<file path="config.mk">
export PLATFORM = sky130hd
export DESIGN_NAME = anr_base_page_res
export DESIGN_NICKNAME = d
export VERILOG_FILES = /design/src/design/anr_pkg.sv /design/src/design/anr_base_page_res.sv
export SDC_FILE = /design/constraint.sdc
export NUM_CORES = 1
export LEC_CHECK = 0
export ABC_AREA = 1
export BUFFER_PORTS_ARGS = -buffer_cell sky130_fd_sc_hd__buf_4
export CORE_UTILIZATION = 48
export DETAILED_ROUTE_END_ITERATION = 12
export MAX_ROUTING_LAYER = met4
export PLACE_DENSITY = 0.93
export SYNTH_ARGS = -nofsm -noshare
export SYNTH_HDL_FRONTEND = slang
export SYNTH_SLANG_ARGS = --single-unit
</file>
<file path="constraint.sdc">
create_clock -name sys_clk -period 1.2 [get_ports sys_clk]
set_input_delay 0.36 -clock sys_clk [delete_from_list [all_inputs] [get_ports sys_clk]]
set_output_delay 0.36 -clock sys_clk [all_outputs]
set_load 0.005 [all_outputs]
</file>
<file path="src/design/anr_pkg.sv">
// Shared constants and types for the auto-negotiation base page resolution block.
package anr_pkg;

  localparam int          SEL_W          = 5;
  localparam int          ABIL_W         = 8;
  localparam int          PAGE_W         = 13;
  localparam int          CODE_W         = 11;
  localparam int          CNT_W          = 4;
  localparam int          SEL_LSB        = 0;
  localparam int          ABIL_LSB       = 5;
  localparam int          PRIO_N         = 10;
  localparam int          STD_N          = 9;

  localparam logic [4:0]  SEL_IEEE8023   = 5'h01;
  localparam logic [10:0] MSG_RSVD_LOW   = 11'h000;
  localparam logic [10:0] MSG_RSVD_HIGH  = 11'h7ff;
  localparam logic [3:0]  CNT_ZERO       = 4'h0;
  localparam logic [3:0]  CNT_ONE        = 4'h1;

  // Positions inside the technology ability bits.
  localparam int          AB_10T         = 0;
  localparam int          AB_10T_FD      = 1;
  localparam int          AB_TX          = 2;
  localparam int          AB_TX_FD       = 3;
  localparam int          AB_T4          = 4;
  localparam int          AB_PAUSE       = 5;
  localparam int          AB_ASM_DIR     = 6;
  localparam int          AB_RSVD7       = 7;

  // Slots of the standard priority list, highest first.
  localparam int          PR_1000_FD     = 0;
  localparam int          PR_1000        = 1;
  localparam int          PR_T2_FD       = 2;
  localparam int          PR_TX_FD       = 3;
  localparam int          PR_T2          = 4;
  localparam int          PR_T4          = 5;
  localparam int          PR_TX          = 6;
  localparam int          PR_10_FD       = 7;
  localparam int          PR_10          = 8;

  typedef enum logic [3:0] {
    TECH_NONE, TECH_1000_FD, TECH_1000, TECH_T2_FD, TECH_TX_FD,
    TECH_T2, TECH_T4, TECH_TX, TECH_10_FD, TECH_10, TECH_VENDOR
  } anr_tech_t;

  typedef struct packed {
    logic asm_dir;
    logic pause;
    logic t4;
    logic tx_fd;
    logic tx;
    logic t10_fd;
    logic t10;
  } anr_base_abil_t;

  // Abilities learned outside the base page, through next page exchange.
  typedef struct packed {
    logic g1000_fd;
    logic g1000;
    logic t2_fd;
    logic t2;
    logic vendor;
  } anr_ext_abil_t;

  typedef struct packed {
    logic              is_msg;
    logic [CODE_W-1:0] code;
  } anr_np_page_t;

  typedef enum logic [1:0] {NP_IDLE, NP_MSG, NP_UNF} anr_np_state_t;

endpackage

</file>
<file path="src/design/anr_base_page_res.sv">
// Base page encoder, priority resolution, pause resolution and next page ordering.
// How it works
// - Selector field always carries value 00001.
// - Selector is constant; reserved codes never sent.
// - Ability bits sit at base page D5..D12.
// - A0..A4 map to the five legacy technologies.
// - Reserved ability bit A7 always sent zero.
// - A5/A6 only with MAC control pause support.
// - A5 is PAUSE, A6 is ASM_DIR.
// - Pause transmit and receive enabled separately.
// - Highest common technology chosen by fixed list.
// - Vendor technology inserts anywhere, standard order kept.
// - Pause enabled only for full duplex result.
// - Pause bits never influence technology choice.
// - Both PAUSE set enables transmit and receive.
// - Local 01, partner 11: transmit only.
// - Local 11, partner 01: receive only.
// - All other pause combinations disable both.
// - Message page precedes each unformatted page series.
`timescale 1ns/100ps

module anr_base_page_res (
  input  wire logic                          sys_clk,
  input  wire logic                          arst_n,
  input  wire anr_pkg::anr_base_abil_t       local_abil,
  input  wire anr_pkg::anr_ext_abil_t        local_ext,
  input  wire logic                          mac_ctrl_pause_impl,
  input  wire logic [anr_pkg::PAGE_W-1:0]    partner_base_page,
  input  wire anr_pkg::anr_ext_abil_t        partner_ext,
  input  wire logic [3:0]                    vendor_slot,
  input  wire logic                          vendor_full_duplex,
  input  wire logic                          an_complete,
  input  wire logic                          an_restart,
  input  wire logic                          np_start,
  input  wire logic [anr_pkg::CODE_W-1:0]    np_msg_code,
  input  wire logic [anr_pkg::CNT_W-1:0]     np_unf_total,
  input  wire logic [anr_pkg::CODE_W-1:0]    np_unf_code,
  input  wire logic                          np_page_taken,
  output logic [anr_pkg::PAGE_W-1:0]         base_page_q,
  output anr_pkg::anr_tech_t                 resolved_tech_q,
  output logic                               resolved_valid_q,
  output logic                               pause_tx_en_q,
  output logic                               pause_rx_en_q,
  output anr_pkg::anr_np_page_t              np_page_q,
  output logic                               np_page_valid_q,
  output logic                               np_busy_q
);
  import anr_pkg::*;

  logic                 rst_sync1_q;
  logic                 rst_sync2_q;
  logic                 rst_n;
  logic [ABIL_W-1:0]    abil_d;
  logic [ABIL_W-1:0]    p_abil;
  logic [SEL_W-1:0]     p_sel;
  logic                 p_ok;
  logic [STD_N-1:0]     loc_std;
  logic [STD_N-1:0]     par_std;
  logic [STD_N-1:0]     com_std;
  logic                 com_vendor;
  anr_tech_t            tech_d;
  logic                 fd_d;
  logic                 l_pause;
  logic                 l_asm;
  logic                 r_pause;
  logic                 r_asm;
  logic                 tx_d;
  logic                 rx_d;
  anr_np_state_t        np_state_q;
  logic [CNT_W-1:0]     np_left_q;
  logic                 np_code_ok;
  logic                 np_open;
  logic                 np_next;
  logic                 np_close;

  // Reset is released through two flops so all logic leaves reset on one edge.
  always_ff @(posedge sys_clk or negedge arst_n) begin
    if (!arst_n) begin
      rst_sync1_q <= 1'b0;
      rst_sync2_q <= 1'b0;
    end else begin
      rst_sync1_q <= 1'b1;
      rst_sync2_q <= rst_sync1_q;
    end
  end
  assign rst_n = rst_sync2_q;

  // Local ability encoding.
  always_comb begin
    abil_d             = '0;
    abil_d[AB_10T]     = local_abil.t10;
    abil_d[AB_10T_FD]  = local_abil.t10_fd;
    abil_d[AB_TX]      = local_abil.tx;
    abil_d[AB_TX_FD]   = local_abil.tx_fd;
    abil_d[AB_T4]      = local_abil.t4;
    // Pause bits are masked rather than trusted, so a station without
    // the MAC control sublayer can never promise flow control.
    abil_d[AB_PAUSE]   = local_abil.pause & mac_ctrl_pause_impl;
    abil_d[AB_ASM_DIR] = local_abil.asm_dir & mac_ctrl_pause_impl;
    abil_d[AB_RSVD7]   = 1'b0;
  end

  always_ff @(posedge sys_clk or negedge rst_n) begin
    if (!rst_n) begin
      base_page_q <= '0;
    end else begin
      base_page_q[SEL_LSB +: SEL_W]   <= SEL_IEEE8023;
      base_page_q[ABIL_LSB +: ABIL_W] <= abil_d;
    end
  end

  // Partner decode; a foreign selector leaves nothing in common.
  assign p_sel = partner_base_page[SEL_LSB +: SEL_W];
  assign p_abil = partner_base_page[ABIL_LSB +: ABIL_W];
  assign p_ok = (p_sel == SEL_IEEE8023);

  // Standard technologies in priority order; pause bits are not used here.
  always_comb begin
    loc_std             = '0;
    loc_std[PR_1000_FD] = local_ext.g1000_fd;
    loc_std[PR_1000]    = local_ext.g1000;
    loc_std[PR_T2_FD]   = local_ext.t2_fd;
    loc_std[PR_TX_FD]   = local_abil.tx_fd;
    loc_std[PR_T2]      = local_ext.t2;
    loc_std[PR_T4]      = local_abil.t4;
    loc_std[PR_TX]      = local_abil.tx;
    loc_std[PR_10_FD]   = local_abil.t10_fd;
    loc_std[PR_10]      = local_abil.t10;
    par_std             = '0;
    par_std[PR_1000_FD] = partner_ext.g1000_fd;
    par_std[PR_1000]    = partner_ext.g1000;
    par_std[PR_T2_FD]   = partner_ext.t2_fd;
    par_std[PR_TX_FD]   = p_abil[AB_TX_FD];
    par_std[PR_T2]      = partner_ext.t2;
    par_std[PR_T4]      = p_abil[AB_T4];
    par_std[PR_TX]      = p_abil[AB_TX];
    par_std[PR_10_FD]   = p_abil[AB_10T_FD];
    par_std[PR_10]      = p_abil[AB_10T];
  end

  assign com_std = p_ok ? (loc_std & par_std) : '0;
  assign com_vendor = p_ok & local_ext.vendor & partner_ext.vendor;

  function automatic anr_tech_t std_tech(input int idx);
    anr_tech_t t;
    t = TECH_NONE;
    unique case (idx)
      PR_1000_FD: t = TECH_1000_FD;
      PR_1000:    t = TECH_1000;
      PR_T2_FD:   t = TECH_T2_FD;
      PR_TX_FD:   t = TECH_TX_FD;
      PR_T2:      t = TECH_T2;
      PR_T4:      t = TECH_T4;
      PR_TX:      t = TECH_TX;
      PR_10_FD:   t = TECH_10_FD;
      PR_10:      t = TECH_10;
      default:    t = TECH_NONE;
    endcase
    return t;
  endfunction

  // Walk from the highest priority downward; the vendor entry is checked
  // just ahead of the standard slot it is placed before, so standard order
  // never moves. A slot at or past the list end puts it last.
  always_comb begin
    logic found;
    found  = 1'b0;
    tech_d = TECH_NONE;
    for (int i = 0; i < PRIO_N; i++) begin
      if (!found && com_vendor && (vendor_slot == 4'(i))) begin
        tech_d = TECH_VENDOR;
        found  = 1'b1;
      end
      if (!found && (i < STD_N) && com_std[i]) begin
        tech_d = std_tech(i);
        found  = 1'b1;
      end
    end
    if (!found && com_vendor) begin
      tech_d = TECH_VENDOR;
    end
  end

  always_comb begin
    unique case (tech_d)
      TECH_1000_FD, TECH_T2_FD, TECH_TX_FD, TECH_10_FD: fd_d = 1'b1;
      TECH_VENDOR: fd_d = vendor_full_duplex;
      default:     fd_d = 1'b0;
    endcase
  end

  // Pause resolution, independent outputs for each direction.
  assign l_pause = abil_d[AB_PAUSE];
  assign l_asm   = abil_d[AB_ASM_DIR];
  assign r_pause = p_ok & p_abil[AB_PAUSE];
  assign r_asm   = p_ok & p_abil[AB_ASM_DIR];

  always_comb begin
    tx_d = 1'b0;
    rx_d = 1'b0;
    if (fd_d) begin
      if (l_pause && r_pause) begin
        tx_d = 1'b1;
        rx_d = 1'b1;
      end else if (!l_pause && l_asm && r_pause && r_asm) begin
        tx_d = 1'b1;
      end else if (l_pause && l_asm && !r_pause && r_asm) begin
        rx_d = 1'b1;
      end
    end
  end

  // Results are snapshots; inputs moving later do not disturb the link.
  // A restart in the same cycle as completion wins, since it voids the exchange.
  always_ff @(posedge sys_clk or negedge rst_n) begin
    if (!rst_n) begin
      resolved_tech_q  <= TECH_NONE;
      resolved_valid_q <= 1'b0;
    end else if (an_restart) begin
      resolved_tech_q  <= TECH_NONE;
      resolved_valid_q <= 1'b0;
    end else if (an_complete && !resolved_valid_q) begin
      resolved_tech_q  <= tech_d;
      resolved_valid_q <= 1'b1;
    end
  end

  // Pause enables are latched on the same edge as the technology they belong to.
  always_ff @(posedge sys_clk or negedge rst_n) begin
    if (!rst_n) begin
      pause_tx_en_q <= 1'b0;
      pause_rx_en_q <= 1'b0;
    end else if (an_restart) begin
      pause_tx_en_q <= 1'b0;
      pause_rx_en_q <= 1'b0;
    end else if (an_complete && !resolved_valid_q) begin
      pause_tx_en_q <= tx_d;
      pause_rx_en_q <= rx_d;
    end
  end

  // Next page ordering: a series always opens with its message page.
  // Reserved message codes are refused so they never reach the wire.
  assign np_code_ok = (np_msg_code != MSG_RSVD_LOW) && (np_msg_code != MSG_RSVD_HIGH);
  assign np_open    = (np_state_q == NP_IDLE) && np_start && np_code_ok;
  assign np_next    = (np_state_q != NP_IDLE) && np_page_taken && (np_left_q != CNT_ZERO);
  assign np_close   = (np_state_q != NP_IDLE) && np_page_taken && (np_left_q == CNT_ZERO);

  // Sequencer state and the count of unformatted pages still owed.
  always_ff @(posedge sys_clk or negedge rst_n) begin
    if (!rst_n) begin
      np_state_q <= NP_IDLE;
      np_left_q  <= CNT_ZERO;
    end else if (an_restart) begin
      np_state_q <= NP_IDLE;
      np_left_q  <= CNT_ZERO;
    end else begin
      unique case (np_state_q)
        NP_IDLE: begin
          if (np_open) begin
            np_state_q <= NP_MSG;
            np_left_q  <= np_unf_total;
          end
        end
        NP_MSG, NP_UNF: begin
          if (np_close) begin
            np_state_q <= NP_IDLE;
          end else if (np_next) begin
            np_state_q <= NP_UNF;
            np_left_q  <= np_left_q - CNT_ONE;
          end
        end
        // The unused fourth state code is steered back to idle.
        default: begin
          np_state_q <= NP_IDLE;
          np_left_q  <= CNT_ZERO;
        end
      endcase
    end
  end

  // Page contents; a restart keeps the last page but drops its valid flag.
  always_ff @(posedge sys_clk or negedge rst_n) begin
    if (!rst_n) begin
      np_page_q <= '0;
    end else if (!an_restart && np_open) begin
      np_page_q.is_msg <= 1'b1;
      np_page_q.code   <= np_msg_code;
    end else if (!an_restart && np_next) begin
      np_page_q.is_msg <= 1'b0;
      np_page_q.code   <= np_unf_code;
    end
  end

  always_ff @(posedge sys_clk or negedge rst_n) begin
    if (!rst_n) begin
      np_page_valid_q <= 1'b0;
      np_busy_q       <= 1'b0;
    end else if (an_restart || np_close) begin
      np_page_valid_q <= 1'b0;
      np_busy_q       <= 1'b0;
    end else if (np_open) begin
      np_page_valid_q <= 1'b1;
      np_busy_q       <= 1'b1;
    end
  end

endmodule

</file>
==> results.cfg, run 1 <==
[run_status]
outcome = stopped before the end
lastStage = global routing (5_1_grt)
error = [ERROR DPL-0038] Utilization greater than 100%, impossible to legalize

[clock_network]
cts_max_level = 2
cts_root_buffer = clkbuf_8
clk_path_buf_depth = 2
cts_made_buffers = 5
clock-sinks = 36

[sta]
worst-ep-kind = register input
grt_repair_worst_endpoint = pause_rx_en_q$_DFFE_PN0P_/D

[synthesis]
synth.most_common_cell = nand2_1
avgSynthCellArea_um2 = 7.21
yosysTopAreaCell = dfrtp_1
synthTopCellsByArea = dfrtp_1, nand3_1, nand2_1
synth.top_cell.area_share_pct = 39.0
synthFlopType = dfrtp_1
syn_inst = 320
synthArstFlopShare_pct = 100
ys_seq_elements = 36
seq_area_frac_synth_pct = 39.0
syn-cell-area_um2 = 2310
yosysUniqueCellTypes = 33
yosys-top-cells-count = nand2_1, nand3_1, inv_1
synth_edf_count = 0
synth_warnings = 0

[die]
start_util_pct = 51.6
die_w_um = 71.4
rows = 24
io_pins = 102
die_h_um = 71.4

[placement]
dpl.cell_count = 513
dpl_cell_area_um2 = 3570
gp_congestion = 0.909
dp_hpwl_mm = 5.84
portBuffers = 95

[global_routing]
grt_max_degree = 30
## repair_timing
action,in CTS
hold buffers,1
setup endpoints to repair,30
setup buffers,23
hold endpoints to repair,2
gates resized for setup,89
pin swaps,30
cloned,6
## stage by stage
stage,setup slack (ps),hold slack [ps]
3_5_place_dp,-1110,121
2_1_floorplan,-775,64.4
3_3_place_gp,-1020,113
4_1_cts,-760,127
## kinds of logic after synthesis
| family | Yosys count | synth area share [%] |
|---|---|---|
| XOR/XNOR | 1 | 0.379 |
| AND/OR/NAND/NOR | 182 | 37.6 |
| other | 2 | 0.325 |
| buffers and inverters | 64 | 11.4 |
| AO/OA/AOI/OAI | 31 | 9.11 |
| adder cells (fa/ha/maj) | 4 | 2.17 |
| flip-flops | 36 | 39.0 |
==> inputs of run 2 (changes only) <==
- CORE_UTILIZATION: 48 -> 40
- MAX_ROUTING_LAYER: met4 -> unset
- PLACE_DENSITY: 0.93 -> unset
- PLACE_DENSITY_LB_ADDON: unset -> 0.15
==> run 2 against run 1 <==
Effect of this change: the flow now finishes, with violations (negative setup slack); synthesized cell count is the same; area after synthesis is the same.
==> results.cfg, run 2 <==
[run_status]
outcome = finished with violations
violations = negative setup slack

[clock_network]
clkTransAtPathRegs_ps = 80
cts_root_buffer = clkbuf_8
clock-sinks = 36
cts_tree = built
clk_path_buf_depth = 2
cts_made_buffers = 5
cts_max_level = 2
clk_latency_ps = 300

[global_routing]
grt_usage_pct = 26.2
grt_pass1_wl_mm = 12.7
grt_pass1_vias = 2857
antenna_found_initial = 0
grt_remaining_overflow = 0
grt_max_degree = 19

[placement]
dpl.cell_count = 537
pre_cts_slack_ps = -1180
dp_hpwl_mm = 5.59
gp_congestion = 0.944
dpl_cell_area_um2 = 3610
portBuffers = 95

[die]
dieArea_um2 = 6080
die_h_um = 78.0
core_um2 = 5540
io_pins = 102
start_util_pct = 41.7
rows = 27
die_w_um = 78.0

[synthesis]
synth-compound-area-share_pct = 9.11
ys_seq_elements = 36
synth_warnings = 0
yosysTopAreaCell = dfrtp_1
synthArstFlopShare_pct = 100
syn-cell-area_um2 = 2310
synth.most_common_cell = nand2_1
synth_edf_count = 0
synthMuxAreaShare_pct = 0
synth.top_cell.area_share_pct = 39.0
synthAdderAreaFrac_pct = 2.17
synthTopCellsByArea = dfrtp_1, nand3_1, nand2_1
avgSynthCellArea_um2 = 7.21
syn_inst = 320
synth-simple-area-share_pct = 37.6
yosysUniqueCellTypes = 33
synthXorXnorAreaFrac_pct = 0.379
synth_top_family_by_area = simple AND/OR/NAND/NOR gates
yosys-top-cells-count = nand2_1, nand3_1, inv_1
synthFlopType = dfrtp_1
seq_area_frac_synth_pct = 39.0

[critical_path]
start_kind = input pin
endpoint_kind = flop
slowest_stage = nand4_1
arrival_ps = 2290
max_stage_delay_ps = 180
path_buf_inv = 3
critPathMaxFanout = 5
rr_worst_depth = 8
cpMostUsedCell = nand2_1
cpLargestDelayFamily = simple AND/OR/NAND/NOR gates
cp.required_ps = 1390
crit_chain = buf_4 > nand2_2 > nor2_4 > buf_12 > nand3b_1 > nand4_1 > nor2_4 > nand4_4 > nor2_2 > nand4_1 > nor2_2 > nand2_1 > nand3b_1 > inv_1 > nand2_1 > nor2_1 > nand3_2 > nand2_2 > nand2_1 > nand2_1
worstSetupPathType = in -> reg
r2r_slack_ps = -380
crit_cells = 20

[sta]
slew_viol_final = 0
timing_hold_violations_final = 0
rsz0062_at_grt = yes
whs_ps = 175
finalCritPeriodShare_pct = 175
min_period_ps = 2100
setup_violations = 27
finClkSkew_ps = 7.66
worst_slack_ps = -903
tns_ps = -11130
max_freq_ghz = 0.476

[cells_and_area]
design_area_um2 = 4440
insertedDiodeCount = 0
final_cell_mix = buf_4, inv_1, dfrtp_1
instances_no_fill = 577
layout_commonest_cell = buf_4
largest_register_ffs = 12
drive_gt1_share_pct = 57.8
area_growth_pct = 92.2
fin_util_pct = 80.1
top_register = np_page_q
nets = 576
reg_top3 = np_page_q: 12 flops, base_page_q: 8 flops

[routing]
vias = 3011
drtAntennaViolNets = 0
drcViolationCount = 0
via_per_inst = 5.22
routed_wl_mm = 9.30
routedWlPerCell_um = 16.1
dr.pass1.iters = 4
drtIter0Drc = 162

[power_and_ir_drop]
vdd.ir_drop.worst_mv = 0.851
power_mw = 6.17
power.density_nw_per_um2 = 1390
p_leak_nw = 2.41

[hold_path]
holdPathStages = 1
hold_path_class = in -> reg

[run]
cap_violations = 0
run 2: cell counts after synthesis:
Identical to the previous run, type by type.
run 2: layout make-up:
| type | instances | area (um^2) |
|---|---|---|
| clock buffers | 5 | 68.8 |
| fillers | 337 | 1100 |
| multi-input cells | 225 | 1620 |
| clock inverters | 3 | 23.8 |
| inverters | 51 | 196 |
| flip-flops and latches | 36 | 901 |
| repair buffers | 183 | 1520 |
| well taps | 72 | 90.1 |
| repair inverters | 2 | 18.8 |
run 2: worst register-to-register path, delay by kind of cell (launching register included):
family / cells / cell delay (ps)
AO/OA/AOI/OAI: 2 / 280
buffers and inverters: 3 / 360
adder cells (fa/ha/maj): 1 / 190
flip-flops: 1 / 400
AND/OR/NAND/NOR: 2 / 280
run 2: kinds of logic (layout without fill, tap and decap cells):
kind of cell | count (synthesis) | after routing
adders and majority gates | 4 | 4
and+or+nand+nor | 182 | 182
DFF | 36 | 36
AOI/OAI and AO/OA | 31 | 31
xor gates and xnor gates | 1 | 1
other | 2 | 7
buffers and inverters | 64 | 244
run 2: where the power goes:
group	switching (mW)	leakage [nW]	total (mW)	internal (mW)
registers	0.224	0.453	1.73	1.51
clock network	0.508	0.0404	0.920	0.412
logic	1.62	1.91	3.51	1.89
run 2: final timing paths:
path,startpoint,end
worst max-delay path,partner_base_page[0],pause_rx_en_q$_DFFE_PN0P_
worst min-delay path,local_abil[0],base_page_q[5]$_DFF_PN0_
worst max register to register,np_state_q[1]$_DFFE_PN0P_,np_left_q[1]$_DFFE_PN0P_
worst min register to register,rst_n$_DFF_PN0_,np_page_q[5]$_DFFE_PN0P_
max in group asynchronous,arst_n,rst_sync1_q$_DFF_PN0_
min in group asynchronous,rst_n$_DFF_PN0_,np_page_q[5]$_DFFE_PN0P_
run 2: routing by layer:
metal | routed length (um) | part of all wire (%) | global-route usage (%) | vias to the layer above
met1 | 3540 | 38 | 30.8 | 1423
met3 | 471 | 5.1 | 4.24 | 33
met5 | 0 | 0 | 0 | -
met2 | 4890 | 53 | 49.1 | 133
li1 | - | - | - | 1422
met4 | 403 | 4.3 | 6.67 | 0
run 2: what timing repair did:
action                     in CTS  in global routing
hold buffers                    1                  0
pin swaps                      25                 34
setup buffers                  16                 14
resized for setup              61                 65
hold endpoints to repair        2                  0
cloned                          3                  0
setup endpoints to repair      29                 45
(Power assumes the default switching activity.)
